[src/include/uart_fmt_pkg.sv]
// Contract
// - enable bit turns queues on, gates upper bits
// - enable change empties both queues
// - receive flush bit empties receive queue, self-clears
// - transmit flush bit empties transmit queue, self-clears
// - trigger field picks 1, 4, 8, 14 characters
// - length field picks 5 to 8 bits
// - stop bit one, two, or one and half
// - parity on adds and checks parity bit
// - parity kind odd, even, stick one, zero
// - break bit holds transmit line low
// - latch access bit redirects shared locations
// - receive level flag follows fill versus trigger
package uart_fmt_pkg;

   // ---------------------------------------------
   // register byte addresses
   // ---------------------------------------------
   localparam logic [31:0] ADDR_DATA = 32'h40008000;
   localparam logic [31:0] ADDR_DIVHI = 32'h40008004;
   localparam logic [31:0] ADDR_QCTRL = 32'h40008008;
   localparam logic [31:0] ADDR_LFMT = 32'h4000800C;
   localparam logic [31:0] ADDR_STAT = 32'h40008014;

   // ---------------------------------------------
   // field positions
   // ---------------------------------------------
   localparam int QC_EN = 0;
   localparam int QC_RXFL = 1;
   localparam int QC_TXFL = 2;
   localparam int QC_TRIG_LO = 6;
   localparam int QC_TRIG_HI = 7;
   localparam int LF_WLS_LO = 0;
   localparam int LF_WLS_HI = 1;
   localparam int LF_STOP = 2;
   localparam int LF_PEN = 3;
   localparam int LF_PK_LO = 4;
   localparam int LF_PK_HI = 5;
   localparam int LF_BRK = 6;
   localparam int LF_DIVISOR_LATCH_ACCESS = 7;

   // ---------------------------------------------
   // reset values and encodings
   // ---------------------------------------------
   localparam logic [7:0] LFMT_RESET = 8'h00;
   localparam logic [1:0] TRIG_RESET = 2'h0;
   localparam logic [15:0] DIV_RESET = 16'h0001;
   localparam logic [1:0] PK_ODD = 2'h0;
   localparam logic [1:0] PK_EVEN = 2'h1;
   localparam logic [1:0] PK_ONE = 2'h2;
   localparam logic [1:0] WLS_5 = 2'h0;
   localparam logic [3:0] WORD_MIN = 4'h5;
   localparam logic [3:0] WORD_MAX = 4'h8;
   localparam logic [4:0] TRIG_L0 = 5'h01;
   localparam logic [4:0] TRIG_L1 = 5'h04;
   localparam logic [4:0] TRIG_L2 = 5'h08;
   localparam logic [4:0] TRIG_L3 = 5'h0E;
   localparam logic [3:0] HALVES_1 = 4'h2;
   localparam logic [3:0] HALVES_15 = 4'h3;
   localparam logic [3:0] HALVES_2 = 4'h4;

   // ---------------------------------------------
   // queue geometry
   // ---------------------------------------------
   localparam logic [4:0] QDEPTH = 5'h10;

   typedef enum logic [2:0] {TX_IDLE, TX_START, TX_DATA, TX_PARITY, TX_STOP} txState_t;
   typedef enum logic [2:0] {RX_IDLE, RX_START, RX_DATA, RX_PARITY, RX_STOP} rxState_t;

endpackage

[src/hdl/two_entry_buffer.sv]
`timescale 1ns/1ps
`default_nettype none
module two_entry_buffer (
   // clock and reset
   input wire logic clock,
   input wire logic nrst,
   input wire logic flush,
   // filling side
   input wire logic inValid,
   output logic inReady,
   input wire logic [7:0] inData,
   // draining side
   output logic outValid,
   input wire logic outReady,
   output logic [7:0] outData
);

   logic [7:0] slot_ff [2];
   logic [1:0] count_ff;
   logic push;
   logic pop;

   // handshakes straight from the fill count
   assign inReady = (count_ff != 2'h2);
   assign outValid = (count_ff != 2'h0);
   assign outData = slot_ff[0];
   assign push = inValid & inReady;
   assign pop = outValid & outReady;

   // occupancy; flush drops both words
   always_ff @(posedge clock) begin
      if (!nrst || flush) begin
         count_ff <= 2'h0;
      end else begin
         count_ff <= count_ff + {1'b0, push} - {1'b0, pop};
      end
   end

   // slot 0 always holds the oldest word
   always_ff @(posedge clock) begin
      if (!nrst) begin
         slot_ff[0] <= 8'h00;
         slot_ff[1] <= 8'h00;
      end else begin
         if (pop) begin
            slot_ff[0] <= (push && count_ff == 2'h1) ? inData : slot_ff[1];
         end else if (push && count_ff == 2'h0) begin
            slot_ff[0] <= inData;
         end
         if (push && (count_ff == 2'h2 - {1'b0, pop} || (count_ff == 2'h1 && !pop))) begin
            slot_ff[1] <= inData;
         end
      end
   end

endmodule // two_entry_buffer
`default_nettype wire

[src/hdl/uart_fifo_line_format.sv]
// Implementation choice: the plain strobed port.
`timescale 1ns/1ps
`default_nettype none
module uart_fifo_line_format (
   // clock and reset
   input wire logic clock,
   input wire logic nrst,
   // register port
   input wire logic [31:0] regAddr,
   input wire logic [31:0] regWrData,
   input wire logic regWrite,
   input wire logic regRead,
   output logic [31:0] regRdData,
   // serial line
   input wire logic rxdPin,
   output logic txdPin,
   // receive level flag
   output logic receiveDataAvailableIrq
);

   // -------------------------------------------------
   // register state and decode
   // -------------------------------------------------
   logic queueEnable_ff;
   logic [1:0] rxTrig_ff;
   logic [7:0] lineFmt_ff;
   logic [15:0] divisor_ff;
   logic wrData, wrDivLo, wrDivHi, wrQctrl, wrLfmt, rdData, rdStat;
   logic divisor_latch_access, enToggle, rxFlush, txFlush;
   logic [1:0] word_length_select, pkind;
   logic [3:0] dataBits, stopHalves;

   assign divisor_latch_access = lineFmt_ff[uart_fmt_pkg::LF_DIVISOR_LATCH_ACCESS];
   assign word_length_select = lineFmt_ff[uart_fmt_pkg::LF_WLS_HI:uart_fmt_pkg::LF_WLS_LO];
   assign pkind = lineFmt_ff[uart_fmt_pkg::LF_PK_HI:uart_fmt_pkg::LF_PK_LO];
   assign dataBits = uart_fmt_pkg::WORD_MIN + {2'h0, word_length_select};

   // stop length counted in half bit times
   always_comb begin
      if (!lineFmt_ff[uart_fmt_pkg::LF_STOP]) begin
         stopHalves = uart_fmt_pkg::HALVES_1;
      end else if (word_length_select == uart_fmt_pkg::WLS_5) begin
         stopHalves = uart_fmt_pkg::HALVES_15;
      end else begin
         stopHalves = uart_fmt_pkg::HALVES_2;
      end
   end

   // address decode; shared locations steered by latch access
   always_comb begin
      wrData = 1'b0;
      wrDivLo = 1'b0;
      wrDivHi = 1'b0;
      wrQctrl = 1'b0;
      wrLfmt = 1'b0;
      rdData = 1'b0;
      rdStat = 1'b0;
      if (regAddr == uart_fmt_pkg::ADDR_DATA) begin
         wrData = regWrite & ~divisor_latch_access;
         wrDivLo = regWrite & divisor_latch_access;
         rdData = regRead & ~divisor_latch_access;
      end else if (regAddr == uart_fmt_pkg::ADDR_DIVHI) begin
         wrDivHi = regWrite & divisor_latch_access;
      end else if (regAddr == uart_fmt_pkg::ADDR_QCTRL) begin
         wrQctrl = regWrite;
      end else if (regAddr == uart_fmt_pkg::ADDR_LFMT) begin
         wrLfmt = regWrite;
      end else if (regAddr == uart_fmt_pkg::ADDR_STAT) begin
         rdStat = regRead;
      end
   end

   // flush pulses; the flush bits are never stored, so they self-clear
   assign enToggle = wrQctrl && (regWrData[uart_fmt_pkg::QC_EN] != queueEnable_ff);
   assign rxFlush = enToggle | (wrQctrl & regWrData[uart_fmt_pkg::QC_EN] & regWrData[uart_fmt_pkg::QC_RXFL]);
   assign txFlush = enToggle | (wrQctrl & regWrData[uart_fmt_pkg::QC_EN] & regWrData[uart_fmt_pkg::QC_TXFL]);

   // queue control: upper bits only land while enable is written high
   always_ff @(posedge clock) begin
      if (!nrst) begin
         queueEnable_ff <= 1'b0;
         rxTrig_ff <= uart_fmt_pkg::TRIG_RESET;
      end else if (wrQctrl) begin
         queueEnable_ff <= regWrData[uart_fmt_pkg::QC_EN];
         if (regWrData[uart_fmt_pkg::QC_EN]) begin
            rxTrig_ff <= regWrData[uart_fmt_pkg::QC_TRIG_HI:uart_fmt_pkg::QC_TRIG_LO];
         end
      end
   end

   // line format and divisor latches
   always_ff @(posedge clock) begin
      if (!nrst) begin
         lineFmt_ff <= uart_fmt_pkg::LFMT_RESET;
         divisor_ff <= uart_fmt_pkg::DIV_RESET;
      end else begin
         if (wrLfmt) lineFmt_ff <= regWrData[7:0];
         if (wrDivLo) divisor_ff[7:0] <= regWrData[7:0];
         if (wrDivHi) divisor_ff[15:8] <= regWrData[7:0];
      end
   end

   // -------------------------------------------------
   // parity and bit timing
   // -------------------------------------------------
   function automatic logic parityOf(input logic [7:0] d, input logic [1:0] len, input logic [1:0] kind);
      logic x;
      x = ^(d & (8'hFF >> (2'h3 - len)));
      case (kind)
         uart_fmt_pkg::PK_ODD: parityOf = ~x;
         uart_fmt_pkg::PK_EVEN: parityOf = x;
         uart_fmt_pkg::PK_ONE: parityOf = 1'b1;
         default: parityOf = 1'b0;
      endcase
   endfunction

   logic [15:0] halfPeriod, txDiv_ff, rxDiv_ff;
   logic txTick, rxTick, rxRestart;
   // a divisor of 0 or 1 still yields a one-cycle half bit
   assign halfPeriod = (divisor_ff[15:1] == 15'h0000) ? 16'h0001 : {1'b0, divisor_ff[15:1]};
   assign txTick = (txDiv_ff >= halfPeriod - 16'h0001);
   assign rxTick = (rxDiv_ff >= halfPeriod - 16'h0001);

   // transmit divider free runs; receive divider realigns on each start edge
   always_ff @(posedge clock) begin
      if (!nrst) begin
         txDiv_ff <= 16'h0000;
         rxDiv_ff <= 16'h0000;
      end else begin
         txDiv_ff <= txTick ? 16'h0000 : txDiv_ff + 16'h0001;
         rxDiv_ff <= (rxTick || rxRestart) ? 16'h0000 : rxDiv_ff + 16'h0001;
      end
   end

   // -------------------------------------------------
   // transmit queue and buffer
   // -------------------------------------------------
   logic [7:0] txMem [16];
   logic [3:0] txWp_ff, txRp_ff;
   logic [4:0] txCnt_ff;
   logic txPush, txPop, bufInReady, bufValid, bufReady;
   logic [7:0] bufData;

   // characters written while the queues are off are dropped
   assign txPush = wrData & queueEnable_ff & (txCnt_ff != uart_fmt_pkg::QDEPTH);
   assign txPop = (txCnt_ff != 5'h00) & bufInReady;

   always_ff @(posedge clock) begin
      if (!nrst || txFlush) begin
         txWp_ff <= 4'h0;
         txRp_ff <= 4'h0;
         txCnt_ff <= 5'h00;
      end else begin
         if (txPush) txWp_ff <= txWp_ff + 4'h1;
         if (txPop) txRp_ff <= txRp_ff + 4'h1;
         txCnt_ff <= txCnt_ff + {4'h0, txPush} - {4'h0, txPop};
      end
   end

   always_ff @(posedge clock) begin
      if (txPush) txMem[txWp_ff] <= regWrData[7:0];
   end

   // two words of slack so a busy serializer never loses one
   two_entry_buffer txBuf (
      .clock(clock),
      .nrst(nrst),
      .flush(txFlush),
      .inValid(txCnt_ff != 5'h00),
      .inReady(bufInReady),
      .inData(txMem[txRp_ff]),
      .outValid(bufValid),
      .outReady(bufReady),
      .outData(bufData)
   );

   // -------------------------------------------------
   // serializer
   // -------------------------------------------------
   uart_fmt_pkg::txState_t txState_ff;
   logic [7:0] txShift_ff;
   logic [3:0] txBitCnt_ff, txHalf_ff, lastHalf;
   logic txLine_ff, txPar_ff, txdPin_ff;

   assign bufReady = (txState_ff == uart_fmt_pkg::TX_IDLE) & txTick;
   assign lastHalf = (txState_ff == uart_fmt_pkg::TX_STOP) ? stopHalves - 4'h1 : 4'h1;

   always_ff @(posedge clock) begin
      if (!nrst) begin
         txState_ff <= uart_fmt_pkg::TX_IDLE;
         txShift_ff <= 8'h00;
         txBitCnt_ff <= 4'h0;
         txHalf_ff <= 4'h0;
         txLine_ff <= 1'b1;
         txPar_ff <= 1'b0;
      end else if (txState_ff == uart_fmt_pkg::TX_IDLE) begin
         if (bufReady && bufValid) begin
            txShift_ff <= bufData;
            txPar_ff <= parityOf(bufData, word_length_select, pkind);
            txLine_ff <= 1'b0;
            txHalf_ff <= 4'h0;
            txState_ff <= uart_fmt_pkg::TX_START;
         end
      end else if (txTick) begin
         if (txHalf_ff < lastHalf) begin
            txHalf_ff <= txHalf_ff + 4'h1;
         end else begin
            txHalf_ff <= 4'h0;
            case (txState_ff)
               uart_fmt_pkg::TX_START: begin
                  txLine_ff <= txShift_ff[0];
                  txShift_ff <= {1'b0, txShift_ff[7:1]};
                  txBitCnt_ff <= 4'h1;
                  txState_ff <= uart_fmt_pkg::TX_DATA;
               end
               uart_fmt_pkg::TX_DATA: begin
                  if (txBitCnt_ff >= dataBits) begin
                     if (lineFmt_ff[uart_fmt_pkg::LF_PEN]) begin
                        txLine_ff <= txPar_ff;
                        txState_ff <= uart_fmt_pkg::TX_PARITY;
                     end else begin
                        txLine_ff <= 1'b1;
                        txState_ff <= uart_fmt_pkg::TX_STOP;
                     end
                  end else begin
                     txLine_ff <= txShift_ff[0];
                     txShift_ff <= {1'b0, txShift_ff[7:1]};
                     txBitCnt_ff <= txBitCnt_ff + 4'h1;
                  end
               end
               uart_fmt_pkg::TX_PARITY: begin
                  txLine_ff <= 1'b1;
                  txState_ff <= uart_fmt_pkg::TX_STOP;
               end
               default: txState_ff <= uart_fmt_pkg::TX_IDLE;
            endcase
         end
      end
   end

   // break overrides whatever the serializer drives
   always_ff @(posedge clock) begin
      if (!nrst) txdPin_ff <= 1'b1;
      else txdPin_ff <= txLine_ff & ~lineFmt_ff[uart_fmt_pkg::LF_BRK];
   end
   assign txdPin = txdPin_ff;

   // -------------------------------------------------
   // deserializer
   // -------------------------------------------------
   uart_fmt_pkg::rxState_t rxState_ff;
   logic rxSync1_ff, rxSync2_ff, rxHalf_ff, rxParBit_ff, rxDone_ff, rxFrame_ff;
   logic [7:0] rxShift_ff, rxWord;
   logic [3:0] rxBitCnt_ff;

   // pin passes two flops before anything looks at it
   always_ff @(posedge clock) begin
      if (!nrst) begin
         rxSync1_ff <= 1'b1;
         rxSync2_ff <= 1'b1;
      end else begin
         rxSync1_ff <= rxdPin;
         rxSync2_ff <= rxSync1_ff;
      end
   end

   assign rxRestart = (rxState_ff == uart_fmt_pkg::RX_IDLE);
   assign rxWord = rxShift_ff >> (uart_fmt_pkg::WORD_MAX - dataBits);

   // samples at mid bit; a start shorter than half a bit is a glitch
   always_ff @(posedge clock) begin
      if (!nrst) begin
         rxState_ff <= uart_fmt_pkg::RX_IDLE;
         rxShift_ff <= 8'h00;
         rxBitCnt_ff <= 4'h0;
         rxHalf_ff <= 1'b0;
         rxParBit_ff <= 1'b0;
         rxDone_ff <= 1'b0;
         rxFrame_ff <= 1'b0;
      end else begin
         rxDone_ff <= 1'b0;
         case (rxState_ff)
            uart_fmt_pkg::RX_IDLE: begin
               if (!rxSync2_ff) rxState_ff <= uart_fmt_pkg::RX_START;
               rxHalf_ff <= 1'b0;
               rxBitCnt_ff <= 4'h0;
            end
            uart_fmt_pkg::RX_START: begin
               if (rxTick) begin
                  rxState_ff <= rxSync2_ff ? uart_fmt_pkg::RX_IDLE : uart_fmt_pkg::RX_DATA;
               end
            end
            default: begin
               if (rxTick) begin
                  rxHalf_ff <= ~rxHalf_ff;
                  if (rxHalf_ff) begin
                     case (rxState_ff)
                        uart_fmt_pkg::RX_DATA: begin
                           rxShift_ff <= {rxSync2_ff, rxShift_ff[7:1]};
                           rxBitCnt_ff <= rxBitCnt_ff + 4'h1;
                           if (rxBitCnt_ff + 4'h1 >= dataBits) begin
                              rxState_ff <= lineFmt_ff[uart_fmt_pkg::LF_PEN] ?
                                 uart_fmt_pkg::RX_PARITY : uart_fmt_pkg::RX_STOP;
                           end
                        end
                        uart_fmt_pkg::RX_PARITY: begin
                           rxParBit_ff <= rxSync2_ff;
                           rxState_ff <= uart_fmt_pkg::RX_STOP;
                        end
                        default: begin
                           rxFrame_ff <= ~rxSync2_ff;
                           rxDone_ff <= 1'b1;
                           rxState_ff <= uart_fmt_pkg::RX_IDLE;
                        end
                     endcase
                  end
               end
            end
         endcase
      end
   end

   // -------------------------------------------------
   // receive queue, level flag and status
   // -------------------------------------------------
   logic [7:0] rxMem [16];
   logic [3:0] rxWp_ff, rxRp_ff;
   logic [4:0] rxCnt_ff, rxThresh;
   logic rxPush, rxPop, rxAvail_ff, parErr_ff, overrun_ff, frameErr_ff, parBad;

   assign rxPush = rxDone_ff & queueEnable_ff & (rxCnt_ff != uart_fmt_pkg::QDEPTH);
   assign rxPop = rdData & (rxCnt_ff != 5'h00);
   assign parBad = rxDone_ff & lineFmt_ff[uart_fmt_pkg::LF_PEN] & (rxParBit_ff != parityOf(rxWord, word_length_select, pkind));

   always_ff @(posedge clock) begin
      if (!nrst || rxFlush) begin
         rxWp_ff <= 4'h0;
         rxRp_ff <= 4'h0;
         rxCnt_ff <= 5'h00;
      end else begin
         if (rxPush) rxWp_ff <= rxWp_ff + 4'h1;
         if (rxPop) rxRp_ff <= rxRp_ff + 4'h1;
         rxCnt_ff <= rxCnt_ff + {4'h0, rxPush} - {4'h0, rxPop};
      end
   end

   always_ff @(posedge clock) begin
      if (rxPush) rxMem[rxWp_ff] <= rxWord;
   end

   // trigger code to character count
   always_comb begin
      case (rxTrig_ff)
         2'h0: rxThresh = uart_fmt_pkg::TRIG_L0;
         2'h1: rxThresh = uart_fmt_pkg::TRIG_L1;
         2'h2: rxThresh = uart_fmt_pkg::TRIG_L2;
         default: rxThresh = uart_fmt_pkg::TRIG_L3;
      endcase
   end

   // level flag and sticky errors; a new error beats a status read
   always_ff @(posedge clock) begin
      if (!nrst) begin
         rxAvail_ff <= 1'b0;
         parErr_ff <= 1'b0;
         overrun_ff <= 1'b0;
         frameErr_ff <= 1'b0;
      end else begin
         rxAvail_ff <= (rxCnt_ff >= rxThresh);
         parErr_ff <= parBad | (parErr_ff & ~rdStat);
         overrun_ff <= (rxDone_ff & ~rxPush) | (overrun_ff & ~rdStat);
         frameErr_ff <= (rxDone_ff & rxFrame_ff) | (frameErr_ff & ~rdStat);
      end
   end
   assign receiveDataAvailableIrq = rxAvail_ff;

   // read data registered, valid the cycle after the strobe
   always_ff @(posedge clock) begin
      if (!nrst || !regRead) begin
         regRdData <= 32'h00000000;
      end else if (regAddr == uart_fmt_pkg::ADDR_DATA) begin
         regRdData <= divisor_latch_access ? {24'h000000, divisor_ff[7:0]} :
            {24'h000000, (rxCnt_ff != 5'h00) ? rxMem[rxRp_ff] : 8'h00};
      end else if (regAddr == uart_fmt_pkg::ADDR_DIVHI) begin
         regRdData <= divisor_latch_access ? {24'h000000, divisor_ff[15:8]} : 32'h00000000;
      end else if (regAddr == uart_fmt_pkg::ADDR_LFMT) begin
         regRdData <= {24'h000000, lineFmt_ff};
      end else if (regAddr == uart_fmt_pkg::ADDR_STAT) begin
         regRdData <= {17'h00000, txState_ff != uart_fmt_pkg::TX_IDLE, frameErr_ff, overrun_ff,
            parErr_ff, rxAvail_ff, txCnt_ff, rxCnt_ff};
      end else begin
         regRdData <= 32'h00000000;
      end
   end

   // -------------------------------------------------
   // checks
   // -------------------------------------------------
   a_upper_gated: assert property (@(posedge clock) disable iff (!nrst)
      wrQctrl && !regWrData[0] |=> $stable(rxTrig_ff)) else $error("trigger changed with enable low");
   a_toggle_flush: assert property (@(posedge clock) disable iff (!nrst)
      enToggle |=> rxCnt_ff == 5'h00 && txCnt_ff == 5'h00) else $error("enable change left data");
   a_rx_flush: assert property (@(posedge clock) disable iff (!nrst)
      wrQctrl && regWrData[0] && regWrData[1] |=> rxCnt_ff == 5'h00) else $error("rx flush failed");
   a_tx_flush: assert property (@(posedge clock) disable iff (!nrst)
      wrQctrl && regWrData[0] && regWrData[2] |=> txCnt_ff == 5'h00) else $error("tx flush failed");
   a_level_flag: assert property (@(posedge clock) disable iff (!nrst)
      ##1 rxAvail_ff == ($past(rxCnt_ff) >= $past(rxThresh))) else $error("level flag wrong");
   a_word_length: assert property (@(posedge clock) disable iff (!nrst)
      txState_ff == uart_fmt_pkg::TX_DATA |-> txBitCnt_ff <= dataBits) else $error("too many data bits");
   a_stop_length: assert property (@(posedge clock) disable iff (!nrst)
      txState_ff == uart_fmt_pkg::TX_STOP |-> txHalf_ff < stopHalves) else $error("stop too long");
   a_parity_bit: assert property (@(posedge clock) disable iff (!nrst)
      txState_ff == uart_fmt_pkg::TX_DATA ##1 txState_ff == uart_fmt_pkg::TX_PARITY |-> txLine_ff == txPar_ff)
      else $error("parity bit wrong");
   a_no_parity: assert property (@(posedge clock) disable iff (!nrst)
      txState_ff == uart_fmt_pkg::TX_DATA && !lineFmt_ff[3] |=> txState_ff != uart_fmt_pkg::TX_PARITY)
      else $error("parity sent while off");
   a_break_low: assert property (@(posedge clock) disable iff (!nrst)
      lineFmt_ff[6] |=> !txdPin) else $error("break not driven");
   a_latch_read: assert property (@(posedge clock) disable iff (!nrst)
      regRead && regAddr == uart_fmt_pkg::ADDR_DATA && divisor_latch_access |=> regRdData == {24'h000000, $past(divisor_ff[7:0])})
      else $error("latch read wrong");

endmodule // uart_fifo_line_format
`default_nettype wire

[config.mk]
export PLATFORM = sky130hd
export DESIGN_NAME = uart_fifo_line_format
export DESIGN_NICKNAME = d
export VERILOG_FILES = /design/src/include/uart_fmt_pkg.sv /design/src/hdl/two_entry_buffer.sv /design/src/hdl/uart_fifo_line_format.sv
export SDC_FILE = /design/constraint.sdc
export NUM_CORES = 1
export LEC_CHECK = 0
export BUFFER_PORTS_ARGS = -buffer_cell sky130_fd_sc_hd__buf_2
export CAP_MARGIN = 20
export CORE_ASPECT_RATIO = 0.75
export CORE_MARGIN = 8
export CORE_UTILIZATION = 30
export DETAILED_ROUTE_END_ITERATION = 8
export GPL_TIMING_DRIVEN = 0
export MAX_ROUTING_LAYER = met4
export SLEW_MARGIN = 5
export SYNTH_ARGS = -nofsm -noshare
export SYNTH_HDL_FRONTEND = slang
export SYNTH_SLANG_ARGS = --single-unit
[constraint.sdc]
create_clock -name clock -period 7.9 [get_ports clock]
set_input_delay 0.395 -clock clock [delete_from_list [all_inputs] [get_ports clock]]
set_output_delay 0.395 -clock clock [all_outputs]
set_load 0.01 [all_outputs]
==> results of run 1 <==
==> through the flow <==
stage               utilization  hold slack, ps  worst slack, ps
finish                   0.3506           243.7             1759
global route             0.3506           242.5             1408
CTS                      0.3504           211.5             1820
detailed placement       0.3251           400.7             1841
global placement         0.3244           399.4             1119
floorplan                     -           386.3             2378
==> state kept, by name (all words and copies together), names as in the netlist, 5 cells and up, named ones only <==
name,count
txCnt_ff,5
divisor_ff,16
txDiv_ff,16
rxCnt_ff,5
lineFmt_ff,8
rxDiv_ff,16
txBuf.slot_ff,16
rxMem,128
txShift_ff,8
txMem,128
rxShift_ff,8
regRdData,15
==> cell families after synthesis <==
group	after synthesis	synth area share
xor+xnor	79	0.03711
mux	122	0.1181
other cells	2	0.0003834
fa+ha+maj	83	0.05378
compound gates	168	0.05953
buf+inv	137	0.03347
simple gates	492	0.1203
flops	429	0.5774
==> cells in the mapped netlist, types with 23 or more instances <==
master | instances | area [sq um]
edfxtp_1 | 272 | 8168
dfxtp_1 | 157 | 3143
nor2_1 | 157 | 589.3
nand2_1 | 138 | 518.0
ha_1 | 81 | 1013
mux4_2 | 78 | 1757
a21oi_1 | 62 | 310.3
inv_1 | 50 | 187.7
nand3_1 | 47 | 235.2
xnor2_1 | 41 | 359.1
nor3_1 | 37 | 185.2
mux2i_1 | 35 | 350.3
xor2_1 | 35 | 306.5
clkbuf_1 | 34 | 127.6
buf_4 | 23 | 172.7
==> metal layers <==
metal,wire length [microns],vias up,track usage
met5,0,-,-
met4,913,0,0.03451
met3,3268,70,0.02395
met2,20020,396,0.1839
met1,23240,6267,0.1885
li1,-,5873,-
==> how the worst max path moves through the flow <==
stage                                 from                                  to  depth (start not counted)
3_3_place_gp   divisor_ff[10]$_SDFFE_PN0P_  txBuf.slot_ff[0][11]$_SDFFCE_PN0P_                         20
2_1_floorplan  divisor_ff[10]$_SDFFE_PN0P_  txBuf.slot_ff[0][10]$_SDFFCE_PN0P_                         20
3_5_place_dp   divisor_ff[10]$_SDFFE_PN0P_  txBuf.slot_ff[0][11]$_SDFFCE_PN0P_                         22
5_1_grt        divisor_ff[10]$_SDFFE_PN0P_   txBuf.slot_ff[0][7]$_SDFFCE_PN0P_                         23
6_report       divisor_ff[10]$_SDFFE_PN0P_  txBuf.slot_ff[0][13]$_SDFFCE_PN0P_                         22
4_1_cts        divisor_ff[10]$_SDFFE_PN0P_  txBuf.slot_ff[0][13]$_SDFFCE_PN0P_                         22
==> final cells by class <==
class                   count  area (sq um)
well taps                 871          1090
fillers                  6270         42120
clock buffers              61          1320
clock inverters            25         312.8
plain buffers              86         464.2
repair buffers             67         342.8
multi-input cells         963          7697
flip-flops and latches    429         11310
inverters                  51         191.4
diodes                      5         12.51
==> where the power goes <==
group	leakage (nW)	internal (W)	total, W	switching, W
sequential	3.87	0.00247	0.00253	0.0000585
combinational	3.36	0.000390	0.000886	0.000496
clock	0.801	0.00135	0.00229	0.000937
total	8.03	0.00421	0.00571	0.00149
==> worst register-to-register path, stage by stage (launching register included) <==
cell      delay (ps)
dfxtp_1          310
clkbuf_1         260
or4_1            210
nor2_1            50
a31oi_1          610
ha_1             320
nand2b_1         110
or4_1            470
nor4_1           260
xnor2_1          330
ha_1             340
a31o_1           200
a21o_1           220
a21oi_1          130
nor3_1           100
a221oi_4         460
buf_6            220
nor3_2            70
ha_1             270
inv_1             80
a221o_1          360
o311ai_1         160
buf_2            280
==> layout by cell type, fill, tap and decap left out, types with 6 or more instances in the layout <==
cell       Yosys  routed
mux4_2        78      78
nor2_1       157     157
clkinv_1       1       6
dfxtp_1      157     157
nor3_1        37      35
a21o_1        10      10
xor2_1        35      35
inv_1         50      50
nor2b_1       10      10
buf_1          8       8
mux2i_1       35      35
buf_4         23      24
o21ai_0       18      18
xnor2_1       41      41
nor4_1         8       8
nor4b_1        6       6
clkbuf_1      34      40
a221o_1        9       9
buf_2         16      81
and3_1        10      10
nand3_1       47      47
nand2_1      138     138
a311oi_1       8       8
clkbuf_8       0       7
conb_1         2      19
edfxtp_1     272     272
nand4_1       19      19
clkinv_2       0       7
nand2b_1      17      17
mux4_1         7       7
clkbuf_16      0      48
a21oi_1       62      62
ha_1          81      81
and2_1        10      10
==> what timing repair did <==
item,in CTS,in global routing
hold buffers,1,0
hold endpoints to repair,1,0
setup endpoints to repair,0,0
==> flow_summary.json, run 1 <==
{
  "async_reset_ff_frac": 0,
  "post-route-cell-area_sq_um": 22740,
  "clk_pin_slew_ps": 60,
  "hpwl_mm": 34.23,
  "insertion_delay_ps": 600,
  "syn_area_sq_um": 19590,
  "endpoint_kind": "flop",
  "timing.final.crit_period_ps": 6141,
  "drc_errors": 0,
  "final_cells": 2558,
  "coreArea_sq_um": 64860,
  "dieHeight_microns": 237.3,
  "setup_violations": 0,
  "hp-class": "in -> reg",
  "crit_top_cell": "ha_1",
  "worstSetupPathType": "reg -> reg",
  "via_count": 12610,
  "hp-start": "regWrData[5]",
  "tightest_slew_ps": 1044,
  "vias_per_cell": 4.928,
  "drtPass1Iterations": 7,
  "r2r_end": "txBuf.slot_ff[0][13]$_SDFFCE_PN0P_",
  "grt_pass1_wl_mm": 73.65,
  "avgRoutedWirePerCell_microns": 18.55,
  "ys_types": 85,
  "area_growth_pct": 16.09,
  "cts.sinks": 429,
  "ys_seq_area_frac": 0.5774,
  "rows": 81,
  "maxCapViolations": 0,
  "placed_cells": 2466,
  "h-tree-depth": 2,
  "p_per_area_nw_per_um2": 250.9,
  "status": "complete, no violations",
  "synth_seq_cells": 429,
  "clock-root-buffer": "clkbuf_16",
  "grt_overflow": 0,
  "wl_mm": 47.44,
  "ir_drop_v": 0.0001666,
  "max_freq_mhz": 162.8,
  "drive_gt1_frac": 0.1730,
  "io_buffers": 59,
  "finalPower_w": 0.005706,
  "final_hold_viol_count": 0,
  "p_leak_nw": 8.032,
  "slew_violations": 0,
  "place.gp.congestion": 0.8202,
  "yosys_most_used_dff": "edfxtp_1",
  "cp_max_fo": 10,
  "cts_max_path_buffers": 3,
  "io-pin-count": 103,
  "die_w_microns": 311.1,
  "critPathLaunchType": "flop",
  "die-area_sq_um": 73820,
  "start_util": 0.3020,
  "synth-edff-count": 272,
  "crit_path_top_delay_cell": "a31oi_1",
  "cts_tree": "yes",
  "crit_required_ps": 8190,
  "syn_inst": 1512,
  "ant_nets": 0,
  "cts_buffers": 46,
  "fin_worst_skew_ps": 25.13,
  "period_share": 0.7774,
  "ys.warnings.count": 0,
  "syn_area_per_cell_sq_um": 12.96,
  "grt_max_degree": 23,
  "setup_tns_ps": 0,
  "arrival_ps": 6430,
  "path_cells": "clkbuf_1 > or4_1 > nor2_1 > a31oi_1 > ha_1 > nand2b_1 > or4_1 > nor4_1 > xnor2_1 > ha_1 > a31o_1 > a21o_1 > a21oi_1 > nor3_1 > a221oi_4 > buf_6 > nor3_2 > ha_1 > inv_1 > a221o_1 > o311ai_1 > buf_2",
  "relSlewSlack": 0.3014,
  "rr_startpoint": "divisor_ff[10]$_SDFFE_PN0P_",
  "ctsResizeCount": 0,
  "min_path_cells": 1,
  "layout.nets": 1796,
  "grt_antenna_before_repair": 5,
  "ff2ff_setup_slack_ps": 1760,
  "hold_end": "txMem[8][5]$_DFFE_PP_",
  "slowest_delay_ps": 610,
  "grt_pass1_vias": 12410,
  "critical-path-top-delay-family": "compound AO/OA/AOI/OAI gates",
  "rsz0062_at_grt": "no",
  "crit_buf_inv": 4,
  "reg2reg_depth": 22,
  "initialDrtViolationCount": 1152,
  "grtUsageTotal": 0.1295,
  "cts_setup_buffers": 0,
  "dpl_cell_area_sq_um": 21090
}
Power figures use the tool's default switching activity.
==> run 2: changes to the inputs <==
==> constraint.sdc (replaced) <==
create_clock -name clock -period 5.6 [get_ports clock]
set_input_delay 0.28 -clock clock [delete_from_list [all_inputs] [get_ports clock]]
set_output_delay 0.28 -clock clock [all_outputs]
set_load 0.01 [all_outputs]
==> flow_summary.json, run 2 (synthesized netlist as in run 1, its figures left out) <==
{
  "setup_violations": 0,
  "layout.nets": 1800,
  "cts_tree": "yes",
  "h-tree-depth": 2,
  "grt_pass1_wl_mm": 73.73,
  "area_growth_pct": 16.57,
  "grt_antenna_before_repair": 5,
  "wl_mm": 47.48,
  "hp-class": "in -> reg",
  "period_share": 0.9644,
  "hold_end": "txMem[8][5]$_DFFE_PP_",
  "hpwl_mm": 34.23,
  "rows": 81,
  "avgRoutedWirePerCell_microns": 18.53,
  "endpoint_kind": "flop",
  "critPathLaunchType": "flop",
  "path_cells": "or4_4 > nor3_4 > a31oi_4 > ha_1 > nand2b_1 > or4_1 > nor3_1 > xnor2_2 > ha_1 > a31o_1 > a21o_1 > a21oi_1 > nor3_1 > a221oi_4 > buf_6 > nor3_2 > ha_1 > inv_1 > a221o_1 > o311ai_2 > clkbuf_4",
  "place.gp.congestion": 0.8202,
  "io-pin-count": 103,
  "status": "complete, no violations",
  "coreArea_sq_um": 64860,
  "timing.final.crit_period_ps": 5400,
  "insertion_delay_ps": 600,
  "rr_startpoint": "divisor_ff[7]$_SDFFE_PN0P_",
  "cts_max_path_buffers": 3,
  "crit_top_cell": "ha_1",
  "start_util": 0.3020,
  "drc_errors": 0,
  "tightest_slew_ps": 1032,
  "worstSetupPathType": "reg -> reg",
  "grtUsageMet3": 0.02352,
  "cp_max_fo": 10,
  "reg_top3": "rxMem (128), txMem (128)",
  "maxCapViolations": 0,
  "drtPass1Iterations": 5,
  "slowest_delay_ps": 490,
  "busiest_layer": "met1",
  "p_leak_nw": 8.067,
  "grt_pass1_vias": 12410,
  "die_w_microns": 311.1,
  "clk_pin_slew_ps": 60,
  "mostFrequentLayoutCell": "edfxtp_1",
  "io_buffers": 59,
  "hold_ws_ps": 128.1,
  "clock-root-buffer": "clkbuf_16",
  "relSlewSlack": 0.3095,
  "post-route-util": 0.3521,
  "hp-start": "regWrData[5]",
  "p_per_area_nw_per_um2": 353.5,
  "drive_gt1_frac": 0.1803,
  "vias_per_cell": 4.957,
  "max_freq_mhz": 185.2,
  "r2r_end": "txBuf.slot_ff[0][13]$_SDFFCE_PN0P_",
  "initialDrtViolationCount": 1074,
  "final_cells": 2562,
  "rsz0062_at_grt": "no",
  "fin_worst_skew_ps": 25.38,
  "ff2ff_setup_slack_ps": 200,
  "slew_violations": 0,
  "dieHeight_microns": 237.3,
  "crit_required_ps": 5890,
  "reg2reg_depth": 21,
  "ir_drop_v": 0.0002341,
  "cts.sinks": 429,
  "crit_path_top_delay_cell": "or4_1",
  "die-area_sq_um": 73820,
  "arrival_ps": 5690,
  "via_count": 12700,
  "min_path_cells": 1,
  "ant_nets": 0,
  "placed_cells": 2466,
  "grtUsageTotal": 0.1296,
  "use_met2": 0.1842,
  "gr-usage-met1": 0.1889,
  "grt_max_degree": 23,
  "cts_buffers": 46,
  "layout_common_cells": "272 x edfxtp_1, 157 x nor2_1, 155 x dfxtp_1, 138 x nand2_1, 81 x ha_1",
  "grt_overflow": 0,
  "final_hold_viol_count": 0
}
-- run 2: cell count changes in the layout (fill, tap and decap cells not counted), moves of 2 or more --
cell / delta
xnor2_2: +2
buf_4: +5
xnor2_1: -2
dfxtp_1: -2
dfxtp_2: +2
-- run 2: stage by stage --
stage	setup WS [ps]	power [W]	area, sq um	setup TNS (ps)
6_report	199.6	0.008073	22840	0
5_1_grt	2.689	0.008414	22840	0
4_1_cts	22.42	0.008137	22760	0
3_5_place_dp	-458.5	0.004886	21090	-8315
3_3_place_gp	-1181	0.004859	21040	-12730
2_1_floorplan	77.71	0.004555	19650	0
-- run 2: critical path, delay by kind of cell, from the launching register on --
family / cells / cell delay (ps)
buffers and inverters: 3 / 570
XOR/XNOR: 1 / 210
flip-flops: 1 / 480
adder cells (fa/ha/maj): 3 / 830
AND/OR/NAND/NOR: 7 / 1370
AO/OA/AOI/OAI: 7 / 1640
-- run 2: area by class of cell --
type                       instances  area (sq um)
buffer                            85         460.4
timing repair buffer              72         382.9
antenna                            5         12.51
fill                            6259         42030
sequential                       429         11310
clock inverter                    25         312.8
clock buffer                      61          1320
inverter                          51         191.4
tap                              871          1090
multi-input combinational        963          7752
-- run 2: worst max-delay path by stage --
stage,from,to,slack (ps)
3_5_place_dp,divisor_ff[10]$_SDFFE_PN0P_,txBuf.slot_ff[0][11]$_SDFFCE_PN0P_,-460
3_3_place_gp,divisor_ff[10]$_SDFFE_PN0P_,txBuf.slot_ff[0][11]$_SDFFCE_PN0P_,-1180
2_1_floorplan,divisor_ff[10]$_SDFFE_PN0P_,txBuf.slot_ff[0][10]$_SDFFCE_PN0P_,80
5_1_grt,divisor_ff[13]$_SDFFE_PN0P_,txBuf.slot_ff[0][13]$_SDFFCE_PN0P_,3
6_report,divisor_ff[7]$_SDFFE_PN0P_,txBuf.slot_ff[0][13]$_SDFFCE_PN0P_,200
4_1_cts,divisor_ff[10]$_SDFFE_PN0P_,txBuf.slot_ff[0][13]$_SDFFCE_PN0P_,20
-- run 2: report_power, final --
group | internal (W) | total, W | leakage [nW] | switching, W
sequential | 0.00349 | 0.00357 | 3.87 | 0.0000845
clock | 0.00191 | 0.00323 | 0.801 | 0.00132
combinational | 0.000566 | 0.00127 | 3.40 | 0.000707
-- run 2: layer usage --
metal	routed length [microns]	vias up
met1	23240	6350
met3	3277	64
met4	845	0
li1	-	5884
met2	20120	403
met5	0	-
-- run 2: what timing repair did --
action / 4_1_cts / 5_1_grt
gates resized for setup: 3 / 8
pin swaps: 2 / 1
setup buffers: 2 / 3
endpoints found under the setup margin: 25 / 25
hold endpoints to repair: 1 / 0
hold buffers: 1 / 0
==> run 3: changes to the inputs <==
--- a/config.mk
+++ b/config.mk
@@ -7,12 +7,12 @@
 export LEC_CHECK = 0
 export BUFFER_PORTS_ARGS = -buffer_cell sky130_fd_sc_hd__buf_2
 export CAP_MARGIN = 20
-export CORE_ASPECT_RATIO = 0.75
 export CORE_MARGIN = 8
 export CORE_UTILIZATION = 30
 export DETAILED_ROUTE_END_ITERATION = 8
 export GPL_TIMING_DRIVEN = 0
 export MAX_ROUTING_LAYER = met4
+export PLACE_DENSITY_LB_ADDON = 0.2
 export SLEW_MARGIN = 5
 export SYNTH_ARGS = -nofsm -noshare
 export SYNTH_HDL_FRONTEND = slang
==> constraint.sdc (replaced) <==
create_clock -name clock -period 5.5 [get_ports clock]
set_input_delay 0.275 -clock clock [delete_from_list [all_inputs] [get_ports clock]]
set_output_delay 0.275 -clock clock [all_outputs]
set_load 0.01 [all_outputs]
==> flow_summary.json, run 3 (synthesized netlist as in run 1, its figures left out) <==
{
  "hpwl_mm": 34.96,
  "clkPwrFrac": 0.388,
  "p_sw_w": 0.002169,
  "grt_overflow": 0,
  "critPathLaunchType": "flop",
  "r2r_end": "txBuf.slot_ff[0][14]$_SDFFCE_PN0P_",
  "layout_common_cells": "272 x edfxtp_1, 157 x nor2_1, 154 x dfxtp_1, 138 x nand2_1, 81 x ha_1",
  "cts.sinks": 429,
  "clock-root-buffer": "clkbuf_16",
  "wl_met1_mm": 22.83,
  "wl_mm": 48.47,
  "grt_max_degree": 23,
  "drive_gt1_frac": 0.1830,
  "avgRoutedWirePerCell_microns": 18.99,
  "crit_top_cell": "ha_1",
  "drtPass1Iterations": 5,
  "insertion_delay_ps": 600,
  "via_count": 12230,
  "fin_worst_skew_ps": 23.03,
  "met2_length_mm": 22.27,
  "endpoint_kind": "flop",
  "fillers": 6316,
  "rows": 93,
  "arrival_ps": 5480,
  "worstSetupStartpoint": "divisor_ff[4]$_SDFFE_PN0P_",
  "h-tree-depth": 2,
  "critical-path-top-delay-family": "compound AO/OA/AOI/OAI gates",
  "place_ws_ps": -485.6,
  "cts_buffers": 49,
  "path_depth": 21,
  "worstSetupPathType": "reg -> reg",
  "wl_met3_mm": 2.384,
  "combPwrFrac": 0.163,
  "mostFrequentLayoutCell": "edfxtp_1",
  "hp-start": "regRead",
  "grt_pass1_vias": 12310,
  "setup_violations": 0,
  "dieHeight_microns": 271.5,
  "cts_max_path_buffers": 3,
  "hp-class": "in -> reg",
  "grt_pass1_wl_mm": 74.59,
  "coreArea_sq_um": 64460,
  "final_hold_viol_count": 0,
  "ir_drop_v": 0.0002471,
  "power.internal_w": 0.005919,
  "highest_layer": "met4",
  "rr_startpoint": "divisor_ff[4]$_SDFFE_PN0P_",
  "rsz0062_at_grt": "no",
  "seqPwrFrac": 0.449,
  "vias_per_cell": 4.793,
  "die-area_sq_um": 73730,
  "ant_nets": 0,
  "crit_path_end": "txBuf.slot_ff[0][14]$_SDFFCE_PN0P_",
  "period_share": 0.9435,
  "grtUsageTotal": 0.1331,
  "p_per_area_nw_per_um2": 354.3,
  "reg_top3": "rxMem (128), txMem (128)",
  "reg2reg_depth": 21,
  "layout_setup_ws_ps": 310.5,
  "layout.nets": 1805,
  "drc_errors": 0,
  "post-route-util": 0.3541,
  "crit_buf_inv": 4,
  "crit_path_top_delay_cell": "or4_4",
  "place.gp.congestion": 0.7939,
  "switching_share": 0.2681,
  "maxCapViolations": 0,
  "status": "complete, no violations",
  "die_w_microns": 271.5,
  "timing.final.crit_period_ps": 5189,
  "max_freq_mhz": 192.7,
  "grt_antenna_before_repair": 5,
  "cp_max_fo": 8,
  "area_growth_pct": 16.53,
  "cts_tree": "yes",
  "crit_required_ps": 5790,
  "io-pin-count": 103,
  "io_buffers": 59,
  "clk_pin_slew_ps": 60,
  "relSlewSlack": 0.3768,
  "slowest_delay_ps": 570,
  "path_cells": "clkbuf_2 > or4_4 > nor3_4 > a31oi_4 > ha_1 > nand2b_1 > nor4_1 > xnor2_1 > ha_1 > a21oi_1 > nor2b_1 > a2111oi_2 > o21ai_2 > a221oi_4 > buf_6 > nor3_2 > ha_1 > inv_1 > a221o_1 > o311ai_2 > buf_4",
  "ff2ff_setup_slack_ps": 310,
  "p_leak_nw": 8.065,
  "start_util": 0.3039,
  "initialDrtViolationCount": 817,
  "slew_violations": 0,
  "tightest_slew_ps": 931.4
}
-- run 3: changes by cell type in the layout (fill, tap and decap cells not counted), moves of 5 or more --
| cell | previous run | this run |
|---|---|---|
| buf_2 | 80 | 74 |
| buf_6 | 3 | 8 |
| clkbuf_1 | 39 | 47 |
| nor3_1 | 34 | 27 |
| nor3_2 | 3 | 10 |
-- run 3: worst min-delay path: cells and delay by family --
| kind | cells | cell delay (ps) |
|---|---|---|
| buf+inv | 1 | 140 |
| xor+xnor | 1 | 60 |
| simple gates | 2 | 190 |
-- run 3: worst min path at each step --
stage	to	slack, ps	depth (start not counted)
floorplan	txMem[0][0]$_DFFE_PP_	370	0
global placement	rxSync2_ff$_SDFF_PN1_	400	1
detailed placement	rxSync2_ff$_SDFF_PN1_	410	1
CTS	flop	70	4
global route	flop	110	4
finish	flop	110	4
-- run 3: layout make-up --
type,instances,area (sq um),area share
timing repair buffer,74,429.2,0.01880
clock buffer,66,1320,0.05782
multi-input combinational,963,7804,0.3418
clock inverter,26,229.0,0.01003
inverter,51,191.4,0.008386
tap,855,1070,0.04686
sequential,429,11310,0.4956
antenna,3,7.507,0.0003289
buffer,85,462.9,0.02028
-- run 3: what timing repair did --
item	4_1_cts	5_1_grt
resized for setup	6	11
pin swaps	2	3
hold buffers	1	0
setup buffers	3	4
hold endpoints to repair	1	0
endpoints found under the setup margin	25	25
-- run 3: layer usage --
| layer | GRT usage | vias to the layer above |
|---|---|---|
| met4 | 0.03167 | 0 |
| li1 | - | 5898 |
| met1 | 0.1758 | 5990 |
| met5 | - | - |
| met3 | 0.02945 | 72 |
| met2 | 0.2081 | 271 |
-- run 3: power groups by stage --
stage                     sequential [W]  clock (W)  combinational (W)
final                            0.00363    0.00314            0.00132
after global routing             0.00365    0.00336            0.00147
after CTS                        0.00363    0.00323            0.00133
after detailed placement         0.00370          0            0.00131
after global placement           0.00370          0            0.00130
after floorplan                  0.00367          0           0.000968
-- run 3: through the flow --
stage | hold slack, ps | instances | instance area, sq um | setup TNS, ps | power [W]
after global placement | 403.3 | 2443 | 21020 | -10460 | 0.004998
final | 105.9 | 2552 | 22830 | 0 | 0.008087
after floorplan | 373.9 | 1529 | 19650 | 0 | 0.004638
after detailed placement | 409.2 | 2450 | 21130 | -7522 | 0.005009
after CTS | 65.08 | 2545 | 22740 | 0 | 0.008197
after global routing | 113.7 | 2552 | 22830 | 0 | 0.008473
